`src/rtl/urb_pkg.sv`:
```
// shared constants and types for the usart receive buffer block
package urb_pkg;
  // timing
  localparam int unsigned CLK_HZ     = 25_000_000;
  localparam int unsigned BAUD_RATE  = 9600;
  localparam int unsigned BIT_CYCLES = CLK_HZ / BAUD_RATE;
  // register byte offsets
  localparam logic [7:0] OFF_STATUS  = 8'h00;
  localparam logic [7:0] OFF_CONTROL = 8'h04;
  localparam logic [7:0] OFF_FRAME   = 8'h08;
  localparam logic [7:0] OFF_DATA    = 8'h0c;
  // serial_status_reg fields
  localparam int ST_UNREAD = 7;
  localparam int ST_FE     = 4;
  localparam int ST_LOST   = 3;
  localparam int ST_PE     = 2;
  // serial_control_reg fields
  localparam int CT_IRQ_EN = 7;
  localparam int CT_RX_ON  = 4;
  localparam int CT_NINTH  = 1;
  // frame_config_reg fields
  localparam int FC_PAR_ON = 5;
  localparam int FC_ODD    = 4;
  localparam int FC_STOP2  = 3;
  localparam int FC_SIZE   = 0;
  localparam logic [7:0] CONTROL_RST = 8'h00;
  localparam logic [7:0] FRAME_RST   = 8'h03;
  localparam logic [2:0] CHAR_SIZE9  = 3'h7;
  // buffer entry layout
  localparam int ENT_W    = 12;
  localparam int ENT_PE   = 9;
  localparam int ENT_FE   = 10;
  localparam int ENT_LOST = 11;
  localparam int BUF_DEPTH = 2;
  // axi responses
  localparam logic [1:0] RESP_OKAY   = 2'h0;
  localparam logic [1:0] RESP_SLVERR = 2'h2;
  typedef enum logic [2:0] {RX_IDLE, RX_START, RX_DATA, RX_PARITY, RX_STOP} urb_rx_state_t;
endpackage : urb_pkg

```
`src/rtl/urb_frame_if.sv`:
```
// received frame handed from the shifter to the buffer control
`timescale 1ns/1ps
`default_nettype none
interface urb_frame_if;
  logic       valid;
  logic [8:0] data;
  logic       stop_fault;
  logic       parity_fault;
  logic       start_seen;
  modport src (output valid, data, stop_fault, parity_fault, start_seen);
  modport dst (input valid, data, stop_fault, parity_fault, start_seen);
endinterface : urb_frame_if
`default_nettype wire

```
`src/rtl/urb_entry_mem.sv`:
```
// receive buffer storage, registered read with write forwarding
`timescale 1ns/1ps
`default_nettype none
module urb_entry_mem import urb_pkg::*; #(
  parameter int W     = ENT_W,
  parameter int DEPTH = BUF_DEPTH
) (
  input  wire logic                     i_clk,
  input  wire logic                     i_srst,
  input  wire logic                     i_we,
  input  wire logic [$clog2(DEPTH)-1:0] i_waddr,
  input  wire logic [W-1:0]             i_wdata,
  input  wire logic [$clog2(DEPTH)-1:0] i_raddr,
  output logic      [W-1:0]             o_rdata
);
  logic [W-1:0] mem_r [DEPTH];
  wire          fwd = i_we && (i_waddr == i_raddr);

  if (DEPTH < 2) begin : g_chk
    $error("urb_entry_mem needs at least two entries");
  end

  always_ff @(posedge i_clk) begin
    if (i_we) begin
      mem_r[i_waddr] <= i_wdata;
    end
  end

  // forwarding keeps the head visible in the same cycle it lands
  always_ff @(posedge i_clk) begin
    if (i_srst) begin
      o_rdata <= '0;
    end else begin
      o_rdata <= fwd ? i_wdata : mem_r[i_raddr];
    end
  end
endmodule : urb_entry_mem
`default_nettype wire

```
`src/rtl/urb_rx_shifter.sv`:
```
// serial frame shifter: start check, data, parity, first stop bit
`timescale 1ns/1ps
`default_nettype none
module urb_rx_shifter import urb_pkg::*; #(
  parameter int BIT_CYC = BIT_CYCLES
) (
  input  wire logic       i_clk,
  input  wire logic       i_srst,
  input  wire logic       i_rxd,
  input  wire logic       i_enable,
  input  wire logic [2:0] i_char_size,
  input  wire logic       i_parity_on,
  input  wire logic       i_parity_odd,
  urb_frame_if.src        o_frame
);
  localparam int CW = $clog2(BIT_CYC + 1);
  localparam logic [CW-1:0] FULL = CW'(BIT_CYC - 1);
  localparam logic [CW-1:0] HALF = CW'(BIT_CYC / 2 - 1);

  if (BIT_CYC < 4) begin : g_chk
    $error("urb_rx_shifter needs at least four cycles per bit");
  end

  urb_rx_state_t state_r;
  logic          rxd_m_r, rxd_s_r, armed_r, par_r;
  logic [CW-1:0] cnt_r;
  logic [3:0]    idx_r;
  logic [8:0]    sh_r;
  logic          valid_r, start_r, fe_r, pe_r;

  wire       tick = (cnt_r == '0);
  // reserved sizes fall back to eight bits
  wire [3:0] last_idx = (i_char_size == CHAR_SIZE9) ? 4'h8 :
                        (i_char_size > 3'h3) ? 4'h7 : 4'h4 + {1'b0, i_char_size};

  always_ff @(posedge i_clk) begin
    rxd_m_r <= i_rxd;
    rxd_s_r <= rxd_m_r;
  end

  always_ff @(posedge i_clk) begin
    if (i_srst || !i_enable) begin
      state_r <= RX_IDLE;
      cnt_r   <= '0;
      idx_r   <= '0;
      sh_r    <= '0;
      armed_r <= 1'b0;
      par_r   <= 1'b0;
      valid_r <= 1'b0;
      start_r <= 1'b0;
      fe_r    <= 1'b0;
      pe_r    <= 1'b0;
    end else begin
      valid_r <= 1'b0;
      start_r <= 1'b0;
      cnt_r   <= tick ? FULL : cnt_r - 1'b1;
      case (state_r)
        RX_IDLE: begin
          armed_r <= armed_r | rxd_s_r;
          if (armed_r && !rxd_s_r) begin
            state_r <= RX_START;
            cnt_r   <= HALF;
          end
        end
        RX_START: if (tick) begin
          // a start bit gone high by mid-bit is a glitch
          state_r <= rxd_s_r ? RX_IDLE : RX_DATA;
          start_r <= !rxd_s_r;
          idx_r   <= '0;
          sh_r    <= '0;
          par_r   <= 1'b0;
          pe_r    <= 1'b0;
        end
        RX_DATA: if (tick) begin
          sh_r[idx_r] <= rxd_s_r;
          par_r       <= par_r ^ rxd_s_r;
          idx_r       <= idx_r + 1'b1;
          if (idx_r == last_idx) begin
            state_r <= i_parity_on ? RX_PARITY : RX_STOP;
          end
        end
        RX_PARITY: if (tick) begin
          pe_r    <= par_r ^ rxd_s_r ^ i_parity_odd;
          state_r <= RX_STOP;
        end
        RX_STOP: if (tick) begin
          // only the first stop bit is looked at
          fe_r    <= !rxd_s_r;
          valid_r <= 1'b1;
          armed_r <= 1'b0;
          state_r <= RX_IDLE;
        end
        default: state_r <= RX_IDLE;
      endcase
    end
  end

  assign o_frame.valid        = valid_r;
  assign o_frame.data         = sh_r;
  assign o_frame.stop_fault   = fe_r;
  assign o_frame.parity_fault = pe_r;
  assign o_frame.start_seen   = start_r;
endmodule : urb_rx_shifter
`default_nettype wire

```
`src/rtl/urb_rx_top.sv`:
```
// usart receive buffer, status flags and axi4-lite register slave
//
// Implementation choices: the AXI4-Lite slave port and the register offsets.
`timescale 1ns/1ps
`default_nettype none
module urb_rx_top import urb_pkg::*; #(
  parameter int BIT_CYC = BIT_CYCLES
) (
  // clock and reset
  input  wire logic        I_MCLK,
  input  wire logic        I_SRST,
  // axi4-lite write address and data
  input  wire logic [7:0]  I_AWADDR,
  input  wire logic        I_AWVALID,
  output logic             O_AWREADY,
  input  wire logic [31:0] I_WDATA,
  input  wire logic [3:0]  I_WSTRB,
  input  wire logic        I_WVALID,
  output logic             O_WREADY,
  // axi4-lite write response
  output logic [1:0]       O_BRESP,
  output logic             O_BVALID,
  input  wire logic        I_BREADY,
  // axi4-lite read
  input  wire logic [7:0]  I_ARADDR,
  input  wire logic        I_ARVALID,
  output logic             O_ARREADY,
  output logic [31:0]      O_RDATA,
  output logic [1:0]       O_RRESP,
  output logic             O_RVALID,
  input  wire logic        I_RREADY,
  // serial line and pin override
  input  wire logic        I_RXD,
  output logic             O_RXD_OWNED,
  // receive complete request
  output logic             O_RXC_IRQ
);
  localparam int PW = $clog2(BUF_DEPTH);
  localparam int NW = $clog2(BUF_DEPTH + 1);
  localparam logic [NW-1:0] FULL_CNT = NW'(BUF_DEPTH);

  // pointers wrap by overflow, so the depth has to be a power of two
  if ((BUF_DEPTH & (BUF_DEPTH - 1)) != 0) begin : g_chk_depth
    $error("urb_rx_top needs a power-of-two buffer depth");
  end
  if (BIT_CYC < 4) begin : g_chk_bit
    $error("urb_rx_top needs at least four cycles per bit");
  end

  // configuration
  logic       irq_en_r, rx_on_r, par_on_r, odd_r, stop2_r;
  logic [2:0] size_r;

  // buffer control
  logic [NW-1:0]    count_r;
  logic [PW-1:0]    head_r, tail_r;
  logic             pend_v_r, ovr_r;
  logic [ENT_W-1:0] pend_r, head_ent;

  // bus state
  logic        aw_have_r, w_have_r, awready_r, wready_r, bvalid_r;
  logic [7:0]  awaddr_r;
  logic [7:0]  wdata_r;
  logic        wstrb0_r;
  logic [1:0]  bresp_r;
  logic        arready_r, rvalid_r;
  logic [31:0] rdata_r;
  logic [1:0]  rresp_r;
  logic        owned_r, irq_r;

  urb_frame_if frame ();

  urb_rx_shifter #(.BIT_CYC(BIT_CYC)) u_shift (
    .i_clk        (I_MCLK),
    .i_srst       (I_SRST),
    .i_rxd        (I_RXD),
    .i_enable     (rx_on_r),
    .i_char_size  (size_r),
    .i_parity_on  (par_on_r),
    .i_parity_odd (odd_r),
    .o_frame      (frame.src)
  );

  // write channel decode
  wire aw_take  = I_AWVALID & awready_r;
  wire w_take   = I_WVALID & wready_r;
  wire do_write = aw_have_r & w_have_r;
  wire w_hit    = (awaddr_r[7:4] == 4'h0);
  wire w_lane   = do_write & w_hit & wstrb0_r;
  wire wr_ctrl  = w_lane & (awaddr_r[3:2] == OFF_CONTROL[3:2]);
  wire wr_frame = w_lane & (awaddr_r[3:2] == OFF_FRAME[3:2]);
  // clearing receiver_on flushes at the write edge itself, so no stale request follows
  wire flush    = wr_ctrl & ~wdata_r[CT_RX_ON];

  // a held address or data word blocks its channel until the response is taken
  wire aw_have_nxt = do_write ? 1'b0 : (aw_have_r | aw_take);
  wire w_have_nxt  = do_write ? 1'b0 : (w_have_r | w_take);
  wire bvalid_nxt  = do_write | (bvalid_r & ~I_BREADY);
  wire awready_nxt = ~aw_have_nxt & ~bvalid_nxt;
  wire wready_nxt  = ~w_have_nxt & ~bvalid_nxt;

  // read channel decode
  wire       ar_take    = I_ARVALID & arready_r;
  wire       r_hit      = (I_ARADDR[7:4] == 4'h0);
  wire [1:0] r_word     = I_ARADDR[3:2];
  wire       unread     = (count_r != '0);
  wire       sel_status  = (r_word == OFF_STATUS[3:2]);
  wire       sel_control = (r_word == OFF_CONTROL[3:2]);
  wire       sel_frame   = (r_word == OFF_FRAME[3:2]);
  wire       sel_data    = (r_word == OFF_DATA[3:2]);
  wire       pop        = ar_take & r_hit & sel_data & unread;
  wire       rvalid_nxt = ar_take | (rvalid_r & ~I_RREADY);

  // head flags only mean something while a character is held
  wire fe_flag   = unread & head_ent[ENT_FE];
  wire lost_flag = unread & head_ent[ENT_LOST];
  wire pe_flag   = unread & head_ent[ENT_PE];
  wire ninth     = unread & head_ent[8];

  // register images placed by the package field positions
  wire [7:0] status_v  = (8'(unread) << ST_UNREAD) |
                         (8'(fe_flag) << ST_FE) |
                         (8'(lost_flag) << ST_LOST) |
                         (8'(pe_flag) << ST_PE);
  wire [7:0] control_v = (8'(irq_en_r) << CT_IRQ_EN) |
                         (8'(rx_on_r) << CT_RX_ON) |
                         (8'(ninth) << CT_NINTH);
  wire [7:0] frame_v   = (8'(par_on_r) << FC_PAR_ON) |
                         (8'(odd_r) << FC_ODD) |
                         (8'(stop2_r) << FC_STOP2) |
                         (8'(size_r) << FC_SIZE);
  wire [7:0] data_v    = unread ? head_ent[7:0] : 8'h00;
  wire [7:0] rd_mux    = sel_status  ? status_v  :
                         sel_control ? control_v :
                         sel_frame   ? frame_v   : data_v;

  // buffer fill: the shifter-held character goes first, new frame waits
  wire room     = (count_r != FULL_CNT) | pop;
  wire push_old = pend_v_r & room;
  wire push_new = frame.valid & ~pend_v_r & room;
  wire we       = push_old | push_new;
  wire [ENT_W-1:0] new_ent = (ENT_W'(frame.stop_fault) << ENT_FE) |
                             (ENT_W'(frame.parity_fault) << ENT_PE) |
                             ENT_W'(frame.data);
  wire [ENT_W-1:0] src_ent = push_old ? pend_r : new_ent;
  wire [ENT_W-1:0] w_ent   = (src_ent & ~(ENT_W'(1) << ENT_LOST)) |
                             (ENT_W'(ovr_r) << ENT_LOST);
  wire hold_new  = frame.valid & ~push_new;
  // overrun needs the start of yet another frame, not only a held one
  wire ovr_set   = frame.start_seen & (count_r == FULL_CNT) & pend_v_r;
  wire [NW-1:0]  count_nxt = count_r + NW'(we) - NW'(pop);
  wire [PW-1:0]  head_nxt  = pop ? head_r + 1'b1 : head_r;

  urb_entry_mem #(.W(ENT_W), .DEPTH(BUF_DEPTH)) u_mem (
    .i_clk   (I_MCLK),
    .i_srst  (I_SRST),
    .i_we    (we),
    .i_waddr (tail_r),
    .i_wdata (w_ent),
    .i_raddr (rx_on_r ? head_nxt : '0),
    .o_rdata (head_ent)
  );

  // configuration registers; the status register takes no writes
  always_ff @(posedge I_MCLK) begin
    if (I_SRST) begin
      irq_en_r <= CONTROL_RST[CT_IRQ_EN];
      rx_on_r  <= CONTROL_RST[CT_RX_ON];
      par_on_r <= FRAME_RST[FC_PAR_ON];
      odd_r    <= FRAME_RST[FC_ODD];
      stop2_r  <= FRAME_RST[FC_STOP2];
      size_r   <= FRAME_RST[FC_SIZE +: 3];
    end else begin
      if (wr_ctrl) begin
        irq_en_r <= wdata_r[CT_IRQ_EN];
        rx_on_r  <= wdata_r[CT_RX_ON];
      end
      if (wr_frame) begin
        par_on_r <= wdata_r[FC_PAR_ON];
        odd_r    <= wdata_r[FC_ODD];
        stop2_r  <= wdata_r[FC_STOP2];
        size_r   <= wdata_r[FC_SIZE +: 3];
      end
    end
  end

  // buffer pointers, held character and overrun
  always_ff @(posedge I_MCLK) begin
    if (I_SRST || !rx_on_r || flush) begin
      count_r  <= '0;
      head_r   <= '0;
      tail_r   <= '0;
      pend_v_r <= 1'b0;
      pend_r   <= '0;
      ovr_r    <= 1'b0;
    end else begin
      count_r  <= count_nxt;
      head_r   <= head_nxt;
      tail_r   <= we ? tail_r + 1'b1 : tail_r;
      pend_v_r <= hold_new | (pend_v_r & ~push_old);
      // a fourth frame while full overwrites the held third one
      if (hold_new) begin
        pend_r <= new_ent;
      end
      ovr_r <= ovr_set | (ovr_r & ~we);
    end
  end

  // axi write side
  always_ff @(posedge I_MCLK) begin
    if (I_SRST) begin
      aw_have_r <= 1'b0;
      w_have_r  <= 1'b0;
      awready_r <= 1'b0;
      wready_r  <= 1'b0;
      bvalid_r  <= 1'b0;
      bresp_r   <= RESP_OKAY;
      awaddr_r  <= 8'h00;
      wdata_r   <= 8'h00;
      wstrb0_r  <= 1'b0;
    end else begin
      aw_have_r <= aw_have_nxt;
      w_have_r  <= w_have_nxt;
      awready_r <= awready_nxt;
      wready_r  <= wready_nxt;
      bvalid_r  <= bvalid_nxt;
      if (aw_take) begin
        awaddr_r <= I_AWADDR;
      end
      if (w_take) begin
        wdata_r  <= I_WDATA[7:0];
        wstrb0_r <= I_WSTRB[0];
      end
      if (do_write) begin
        bresp_r <= w_hit ? RESP_OKAY : RESP_SLVERR;
      end
    end
  end

  // axi read side
  always_ff @(posedge I_MCLK) begin
    if (I_SRST) begin
      arready_r <= 1'b0;
      rvalid_r  <= 1'b0;
      rdata_r   <= 32'h0000_0000;
      rresp_r   <= RESP_OKAY;
    end else begin
      arready_r <= ~rvalid_nxt;
      rvalid_r  <= rvalid_nxt;
      if (ar_take) begin
        rdata_r <= r_hit ? {24'h00_0000, rd_mux} : 32'h0000_0000;
        rresp_r <= r_hit ? RESP_OKAY : RESP_SLVERR;
      end
    end
  end

  // both lag their sources by one cycle so they stay plain flops at the pins
  wire owned_nxt = rx_on_r;
  wire irq_nxt   = irq_en_r & unread;

  // pin ownership and level request; error flags stay out of it
  always_ff @(posedge I_MCLK) begin
    if (I_SRST) begin
      owned_r <= 1'b0;
      irq_r   <= 1'b0;
    end else begin
      owned_r <= owned_nxt;
      irq_r   <= irq_nxt;
    end
  end

  assign O_AWREADY   = awready_r;
  assign O_WREADY    = wready_r;
  assign O_BVALID    = bvalid_r;
  assign O_BRESP     = bresp_r;
  assign O_ARREADY   = arready_r;
  assign O_RVALID    = rvalid_r;
  assign O_RDATA     = rdata_r;
  assign O_RRESP     = rresp_r;
  assign O_RXD_OWNED = owned_r;
  assign O_RXC_IRQ   = irq_r;
endmodule : urb_rx_top
`default_nettype wire

```
`config.mk`:
```
export PLATFORM = sky130hd
export DESIGN_NAME = urb_rx_top
export DESIGN_NICKNAME = d
export VERILOG_FILES = /design/src/rtl/urb_pkg.sv /design/src/rtl/urb_frame_if.sv /design/src/rtl/urb_entry_mem.sv /design/src/rtl/urb_rx_shifter.sv /design/src/rtl/urb_rx_top.sv
export SDC_FILE = /design/constraint.sdc
export NUM_CORES = 1
export LEC_CHECK = 0
export BUFFER_PORTS_ARGS = -buffer_cell sky130_fd_sc_hd__clkbuf_2
export CORE_ASPECT_RATIO = 1.4
export CORE_UTILIZATION = 51
export CTS_BUF_LIST = sky130_fd_sc_hd__clkbuf_2 sky130_fd_sc_hd__clkbuf_4 sky130_fd_sc_hd__clkbuf_8
export CTS_CLUSTER_SIZE = 10
export DETAILED_ROUTE_END_ITERATION = 10
export HOLD_SLACK_MARGIN = 0.15
export PLACE_DENSITY = 0.72
export SLEW_MARGIN = 20
export SYNTH_ARGS = -nofsm -noshare
export SYNTH_HDL_FRONTEND = slang
export SYNTH_HIERARCHICAL = 1
export SYNTH_SLANG_ARGS = --single-unit
```
`constraint.sdc`:
```
create_clock -name I_MCLK -period 3.3 [get_ports I_MCLK]
set_input_delay 0.165 -clock I_MCLK [delete_from_list [all_inputs] [get_ports I_MCLK]]
set_output_delay 0.165 -clock I_MCLK [all_outputs]
set_load 0.01 [all_outputs]
```
==> results of run 1 <==
-- cell type report --
type	instances	area (um^2)
clock buffers	19	255
well taps	144	180
clock inverters	13	206
flip-flops and latches	130	2840
multi-input cells	421	2680
fillers	928	4520
repair buffers	80	561
inverters	26	97.6
-- cells by family (layout without fill, tap and decap cells) --
family,count (synthesis),count (layout),share of synthesized area
mux,32,32,0.0632
xor+xnor,14,14,0.0220
simple gates,194,194,0.167
compound gates,147,147,0.164
other cells,1,26,0.000634
flops,130,130,0.480
buf+inv,91,138,0.0859
fa+ha+maj,8,8,0.0165
-- cell usage after synthesis (6+ instances only) --
library cell / n
sky130_fd_sc_hd__nand3_1: 12
sky130_fd_sc_hd__o211ai_1: 12
sky130_fd_sc_hd__a221oi_1: 13
sky130_fd_sc_hd__inv_1: 25
sky130_fd_sc_hd__or3_1: 7
sky130_fd_sc_hd__nor2_1: 54
sky130_fd_sc_hd__edfxtp_1: 24
sky130_fd_sc_hd__nor3_1: 6
sky130_fd_sc_hd__xnor2_1: 8
sky130_fd_sc_hd__nand4_1: 12
sky130_fd_sc_hd__nand2_1: 48
sky130_fd_sc_hd__a311oi_1: 13
sky130_fd_sc_hd__buf_4: 32
sky130_fd_sc_hd__o21ai_0: 21
sky130_fd_sc_hd__mux2_4: 10
sky130_fd_sc_hd__dfxtp_1: 106
sky130_fd_sc_hd__mux2i_1: 19
sky130_fd_sc_hd__clkbuf_1: 19
sky130_fd_sc_hd__nor2b_1: 17
sky130_fd_sc_hd__ha_1: 7
sky130_fd_sc_hd__buf_2: 7
sky130_fd_sc_hd__a21oi_1: 54
-- cell usage in the layout (no fill, tap or decap), drive strengths merged, types with 4 or more instances in the layout --
cell	n
a21oi	54
a221oi	13
a311o	4
a311oi	13
and2	4
and2b	6
buf	8
bufinv	5
clkbuf	63
clkinv	6
conb	26
dfxtp	106
dlygate4sd3	28
edfxtp	24
ha	7
inv	27
mux2	13
mux2i	19
nand2	48
nand2b	6
nand3	12
nand4	12
nor2	54
nor2b	17
nor3	6
nor4	6
o211ai	12
o21ai	24
or2	5
or3	8
xnor2	9
xor2	5
-- flip-flops by register name, summed over array words and instances, names as in the netlist, 2 cells and up --
register and flops:
count_r 2, wdata_r 7, u_mem/mem_r 24, O_RDATA 8, u_shift/cnt_r 12, size_r 3, u_mem/o_rdata 12, u_shift/state_r 3
pend_r 11, awaddr_r 6, u_shift/idx_r 4, u_shift/o_frame.data 9
-- through the flow --
stage / worst slack (ns) / total power [W] / hold WS [ns]
6_report: 0.545 / 0.00333 / 0.216
4_1_cts: 0.333 / 0.00336 / 0.191
2_1_floorplan: 0.367 / 0.00178 / 0.193
3_5_place_dp: 0.420 / 0.00179 / 0.272
5_1_grt: 0.310 / 0.00345 / 0.229
3_3_place_gp: 0.508 / 0.00179 / 0.271
-- critical path: cells and delay by family --
kind / cells / cell delay [ns]
and+or+nand+nor: 4 / 1.38
buffers and inverters: 3 / 1.04
AOI/OAI and AO/OA: 2 / 0.32
xor gates and xnor gates: 1 / 0.15
-- where the power goes --
group          switching, W  internal (W)  total [W]
logic             0.0000699     0.0000603   0.000130
registers         0.0000192       0.00163    0.00165
clock network      0.000623      0.000929    0.00155
total              0.000712       0.00262    0.00333
-- how the worst min path moves through the flow --
stage                     start               to  slack (ns)  cells past startpoint
finish              I_ARADDR[6]       O_RRESP[1]        0.22                      4
global placement          I_RXD  u_shift/rxd_m_r        0.27                      1
detailed placement        I_RXD  u_shift/rxd_m_r        0.27                      1
floorplan                 I_RXD  u_shift/rxd_m_r        0.19                      0
global route        I_ARADDR[6]       O_RRESP[1]        0.23                      4
CTS                 I_ARADDR[6]       O_RRESP[1]        0.19                      4
-- metal layers --
metal	GRT usage	vias up	part of all wire
met5	0	-	0
met4	0.0977	0	0.020
li1	-	2284	-
met1	0.227	2198	0.40
met3	0.0528	24	0.042
met2	0.389	139	0.54
-- repair_timing --
item / in CTS / in global routing
gates resized for setup: 0 / 0
hold buffers: 28 / 0
endpoints found under the hold margin: 26 / 0
==> results by group, run 1 <==
Outcome
  • Result of the run: complete, no violations

Layout
  • Proportion of layout cells with a drive suffix above 1: 0.160
  • Net count reported at finish: approximately 740
  • Final Instance Area: 6820 um^2
  • Post-synthesis to final-layout area growth: 15.2%
  • Count of inserted antenna diode cells: 0
  • Fraction of the core area covered by cells at the end of the flow: 0.601
  • Final instance count without filler cells: between 800 and 900

Clocking
  • Clock edge transition at the registers on the reported setup and hold paths: approximately 0.080 ns
  • TritonCTS buffer count: 17
  • TritonCTS clock tree: done
  • Number of H-tree levels: 4
  • Worst-skew pair later-pin latency: between 0.4 and 0.5 ns
  • CTS Root Cell: sky130_fd_sc_hd__clkbuf_8
  • Sinks on the clock net: 130
  • Number of buffers on the longest clock path: 2
  • Buffers inserted by post-CTS timing repair: 0

Placed design
  • Count of buffers inserted at the top-level ports: 44
  • Inst Count DP: a little under 800
  • HPWL after DPL: 8.40 mm
  • Standard cell area after detailed placement: 6060 um^2
  • Placer's final routability congestion estimate: roughly 0.84

Global route
  • Wire length of the first global-routing pass: just under 20 mm
  • Largest net degree at the start of global routing: 52
  • Number of antenna violations at the first check in global routing: 0
  • Overall global routing resource usage: 0.212
  • Remaining global-route overflow: 0
  • Vias in the first global route: between 4000 and 5000

Route
  • Wirelength, routed: ~12 mm
  • Remaining antenna violation count: 0
  • Total DRC errors in the routed layout: 0
  • Via total after detailed routing: ~4600
  • Number of vias per cell: between 5 and 6
  • DR WL/cell: approximately 15 um
  • DRT Pass-1 Iters: 5
  • Initial DRC count: approximately 220

Floorplanning
  • Die span in x: roughly 93 um
  • # IOs: roughly 100
  • Core Footprint: about 11000 um^2
  • Vert. Die Dim: ~130 um
  • Initial Utilization: 0.522
  • Overall die area: 12000 um^2
  • Number of placement rows: 46

Logic synthesis
  • Synthesized instance count: 617
  • Count of flip-flops with a built-in enable after synthesis: 24
  • Cell area after synthesis: around 6000 um^2
  • Sequential area share after synthesis: 0.480
  • Post-Synthesis Mean Instance Area: 9.59 um^2
  • Synthesized flop and latch total: between 100 and 150
  • Ys async rst share: 0
  • Yosys cell types: 66
  • Warning count from the yosys run: 6
  • Post-synthesis cell type with the largest combined area: sky130_fd_sc_hd__dfxtp_1
  • Leading post-synthesis cells by cell area: sky130_fd_sc_hd__dfxtp_1 (36%), sky130_fd_sc_hd__edfxtp_1 (12%), sky130_fd_sc_hd__a21oi_1 (4.6%)
  • Share of Yosys cell area claimed by the top area cell type: 0.359
  • Most used DFF post-synth: sky130_fd_sc_hd__dfxtp_1

Flow run
  • Reported max-cap violation count: 0

Timing
  • Hold Violations, Final: 0
  • Peak clock frequency supported by timing: around 360 MHz
  • Relative slew slack: 0.319
  • Worst Tran Pin Value: 1.01 ns
  • Number of setup violations in the final report: 0
  • Max Clock Skew: between 0.008 and 0.009 ns
  • Max-slew violation total from the final report: 0
  • Final critical path time including I/O delays and setup: 2.75 ns
  • Period utilisation layout: 0.835
  • Aggregate negative setup slack: 0 ns
  • Setup repair after global routing missed its margin: false

Setup path
  • Cell at the slowest stage of the critical path: sky130_fd_sc_hd__dlygate4sd3_1
  • Source of the critical timing path: I_ARADDR[3]
  • Reg2Reg Depth: 8
  • Class of the most critical setup path: in2reg
  • Longest individual stage delay on the worst path: roughly 0.52 ns
  • Critical R2R Launch: O_ARREADY
  • CP Cell Sequence: dlygate4sd3_1 -> clkbuf_2 -> or3b_4 -> nor3_1 -> xnor2_1 -> nor2b_1 -> buf_4 -> and2b_1 -> a221oi_1 -> a311oi_1
  • Nature of the critical path startpoint: input port
  • Crit path capture type: flop
  • Critical path endpoint: u_mem/o_rdata[11]
  • Worst path arrival time: 3.06 ns
  • Reg-to-reg endpoint: u_mem/o_rdata[11]
  • Setup slack on the worst flop-to-flop path: 0.72 ns
  • Peak fanout along the critical path: 24
  • Worst path required time: 3.60 ns

Pwr
  • Power per unit of standard cell area: between 400 and 500 nW/um^2
  • Leak pwr: around 2.6 nW
  • Worst VDD drop: roughly 0.00023 V

Worst hold path
  • Classification of the worst-slack hold path: in2reg
Power figures use the tool's default switching activity.
==> run 2: changes to the inputs <==
ABC_AREA = 1   (was not set)
PLACE_DENSITY = 0.74   (was 0.72)
clock period = 2.49 ns   (was 3.3 ns; I/O delays follow)
==> results by group, run 2 <==
Route
  • DR WL/cell: about 12 um
  • Number of vias per cell: between 4 and 5
  • Total DRC errors in the routed layout: 0
  • Initial DRC count: approximately 220
  • Via total after detailed routing: 5123
  • Wirelength, routed: between 10 and 15 mm
  • Remaining antenna violation count: 0
  • DRT Pass-1 Iters: 5

Logic synthesis
  • Synthesized flop and latch total: 130
  • Share of the synthesized netlist area taken by xor and xnor gates: 0.0115
  • Synthesized instance count: ~830
  • Leading post-synthesis cells by cell area: sky130_fd_sc_hd__dfxtp_1 (35%), sky130_fd_sc_hd__nand2_1 (13%), sky130_fd_sc_hd__edfxtp_1 (12%)
  • Fraction of the mapped netlist area in compound gates: 0.0808
  • Most frequent cells after synthesis: sky130_fd_sc_hd__nand2_1 (204), sky130_fd_sc_hd__nor2_1 (130), sky130_fd_sc_hd__inv_1 (112), sky130_fd_sc_hd__dfxtp_1 (106)
  • Warning count from the yosys run: 6
  • Share of Yosys cell area claimed by the top area cell type: 0.350
  • Ys async rst share: 0
  • Most used standard cell by instance count after synthesis: sky130_fd_sc_hd__nand2_1
  • Basic-gate share of the synthesized area counting and, or, nand and nor cells: 0.297
  • Count of flip-flops with a built-in enable after synthesis: 24
  • Cell area after synthesis: 6070 um^2
  • Post-synthesis cell type with the largest combined area: sky130_fd_sc_hd__dfxtp_1
  • Post-Synthesis Mean Instance Area: 7.35 um^2
  • Sequential area share after synthesis: 0.468
  • Synth Area in Adders: 0.0144
  • Combinational family with the most area after synthesis: simple AND/OR/NAND/NOR gates
  • Most used DFF post-synth: sky130_fd_sc_hd__dfxtp_1
  • Share of synthesized area spent on multiplexers: 0
  • Yosys cell types: 35

Setup path
  • CP Cell Sequence: nor2_2 -> nor2_4 -> nand3_4 -> nand2_2 -> o21ai_1 -> inv_1 -> nand2_1 -> nand2_1 -> nand3_1 -> nand2_1 -> nor2_1
  • Peak fanout along the critical path: 12
  • Setup slack on the worst flop-to-flop path: around 0.43 ns
  • Cell at the slowest stage of the critical path: sky130_fd_sc_hd__dfxtp_1
  • Critical path endpoint: u_mem/o_rdata[0]
  • Cell mode on critical path: sky130_fd_sc_hd__nand2_1
  • Source of the critical timing path: count_r[1]
  • Class of the most critical setup path: reg2reg
  • Worst path arrival time: about 2.4 ns
  • Crit path capture type: flop
  • Longest individual stage delay on the worst path: roughly 0.34 ns
  • Worst path required time: 2.84 ns
  • Critical R2R Launch: count_r[1]
  • Reg2Reg Depth: 11
  • Nature of the critical path startpoint: flop
  • Reg-to-reg endpoint: u_mem/o_rdata[0]

Layout
  • Final Instance Area: approximately 7000 um^2
  • Proportion of layout cells with a drive suffix above 1: 0.132
  • Register containing the most flip-flops in the final layout: u_mem/mem_r
  • Net count reported at finish: 964
  • Count of inserted antenna diode cells: 0
  • Final instance count without filler cells: about 1100
  • Most common cell after layout, fill and taps aside: sky130_fd_sc_hd__nand2_1
  • Commonest cells after routing, fill and taps aside: sky130_fd_sc_hd__nand2_1 (204), sky130_fd_sc_hd__nor2_1 (130), sky130_fd_sc_hd__inv_1 (112), sky130_fd_sc_hd__dfxtp_1 (106), sky130_fd_sc_hd__clkbuf_2 (44)
  • Number of flip-flops under the largest register name: 24
  • Top Registers: u_mem/mem_r: 24 flops, u_mem/o_rdata: 12 flops, u_shift/cnt_r: 12 flops
  • Layout filler cell count: 999
  • Post-synthesis to final-layout area growth: 15.2%

Placed design
  • Placer's final routability congestion estimate: roughly 0.86
  • Inst Count DP: around 1000
  • Count of buffers inserted at the top-level ports: 44
  • HPWL after DPL: around 8.5 mm
  • Standard cell area after detailed placement: about 6300 um^2

Global route
  • Remaining global-route overflow: 0
  • Wire length of the first global-routing pass: approximately 20 mm
  • Overall global routing resource usage: 0.211
  • Vias in the first global route: between 4000 and 5000
  • Number of antenna violations at the first check in global routing: 0
  • Largest net degree at the start of global routing: 26

Pwr
  • Power per unit of standard cell area: between 600 and 700 nW/um^2
  • Worst VDD drop: ~0.00035 V
  • Leak pwr: about 3.3 nW

Timing
  • Aggregate negative setup slack: 0 ns
  • Setup repair after global routing missed its margin: false
  • Peak clock frequency supported by timing: between 400 and 500 MHz
  • Relative slew slack: 0.569
  • Max-slew violation total from the final report: 0
  • Hold Worst Slack: approximately 0.14 ns
  • Period utilisation layout: 0.828
  • Hold Violations, Final: 0
  • Worst Tran Pin Value: between 0.6 and 0.7 ns
  • Max Clock Skew: around 0.010 ns
  • Final critical path time including I/O delays and setup: between 2 and 2.5 ns
  • Number of setup violations in the final report: 0

Clocking
  • Number of H-tree levels: 4
  • Sinks on the clock net: between 100 and 150
  • Clock edge transition at the registers on the reported setup and hold paths: 0.07 ns
  • Worst-skew pair later-pin latency: approximately 0.43 ns
  • TritonCTS clock tree: done
  • TritonCTS buffer count: 17
  • Number of buffers on the longest clock path: 2
  • Buffers inserted by post-CTS timing repair: 0
  • CTS Root Cell: sky130_fd_sc_hd__clkbuf_8

Floorplanning
  • # IOs: around 100
  • Initial Utilization: 0.530
  • Overall die area: between 10000 and 15000 um^2
  • Die span in x: about 94 um
  • Vert. Die Dim: about 130 um
  • Core Footprint: around 11000 um^2
  • Number of placement rows: 46

Outcome
  • Result of the run: complete, no violations

Worst hold path
  • Classification of the worst-slack hold path: in2reg

Flow run
  • Reported max-cap violation count: 0
[run 2: cell count changes after synthesis, moves of 10 or more]
cell	change
sky130_fd_sc_hd__nor2_1	+76
sky130_fd_sc_hd__mux2_4	-10
sky130_fd_sc_hd__nor2b_1	-17
sky130_fd_sc_hd__a311oi_1	-13
sky130_fd_sc_hd__clkbuf_1	-13
sky130_fd_sc_hd__inv_1	+87
sky130_fd_sc_hd__nand3_1	+27
sky130_fd_sc_hd__mux2i_1	-19
sky130_fd_sc_hd__o211ai_1	-10
sky130_fd_sc_hd__a21oi_1	-15
sky130_fd_sc_hd__o21ai_0	+16
sky130_fd_sc_hd__nand2_1	+156
sky130_fd_sc_hd__a221oi_1	-13
[run 2: what timing repair did]
action	CTS	global route
endpoints found under the hold margin	33	0
endpoints found under the setup margin	0	13
hold buffers	24	0
resized for setup	0	0
[run 2: area by class of cell]
class | instances | area (um^2) | area share
sequential | 130 | 2840 | 0.407
multi-input combinational | 558 | 2550 | 0.365
timing repair buffer | 76 | 518 | 0.0741
inverter | 114 | 428 | 0.0612
clock buffer | 18 | 248 | 0.0354
clock inverter | 14 | 224 | 0.0320
tap | 144 | 180 | 0.0258
[run 2: where the power goes]
group | switching [W] | leakage (nW) | internal (W)
Combinational | 0.000112 | 2.00 | 0.0000771
Clock | 0.000847 | 0.239 | 0.00124
Sequential | 0.0000195 | 1.05 | 0.00217
Total | 0.000979 | 3.29 | 0.00348
[run 2: how the worst min path moves through the flow]
| stage | from | cells past startpoint | slack (ns) | end |
|---|---|---|---|---|
| 2_1_floorplan | I_RXD | 0 | 0.15 | u_shift/rxd_m_r |
| 3_3_place_gp | I_RXD | 1 | 0.23 | u_shift/rxd_m_r |
| 3_5_place_dp | I_RXD | 1 | 0.23 | u_shift/rxd_m_r |
| 4_1_cts | I_AWVALID | 3 | 0.15 | awaddr_r[3] |
| 5_1_grt | I_AWVALID | 3 | 0.18 | awaddr_r[3] |
| 6_report | I_ARADDR[6] | 5 | 0.14 | O_RRESP[1] |
[run 2: per-stage QoR]
step,worst slack (ns),total power (W),util
after global routing,0.194,0.00464,0.610
after CTS,0.0477,0.00451,0.611
after global placement,0.430,0.00239,0.549
after floorplan,0.492,0.00237,-
final,0.429,0.00446,0.610
after detailed placement,0.427,0.00239,0.549
[run 2: worst max-delay path, delay by kind of cell (launching register included)]
| family | cells | cell delay (ns) |
|---|---|---|
| simple gates | 9 | 1.25 |
| flops | 1 | 0.34 |
| compound gates | 1 | 0.22 |
| buf+inv | 1 | 0.16 |
[run 2: cells by family after synthesis]
family	after synthesis
AND/OR/NAND/NOR	422
flip-flops	130
adder cells (fa/ha/maj)	7
XOR/XNOR	8
AO/OA/AOI/OAI	95
buffers and inverters	163
other	1
[run 2: metal layers]
| layer | global-route usage | part of all wire |
|---|---|---|
| met5 | 0 | 0 |
| met4 | 0.0968 | 0.030 |
| met3 | 0.0582 | 0.039 |
| met2 | 0.390 | 0.52 |
| met1 | 0.219 | 0.41 |
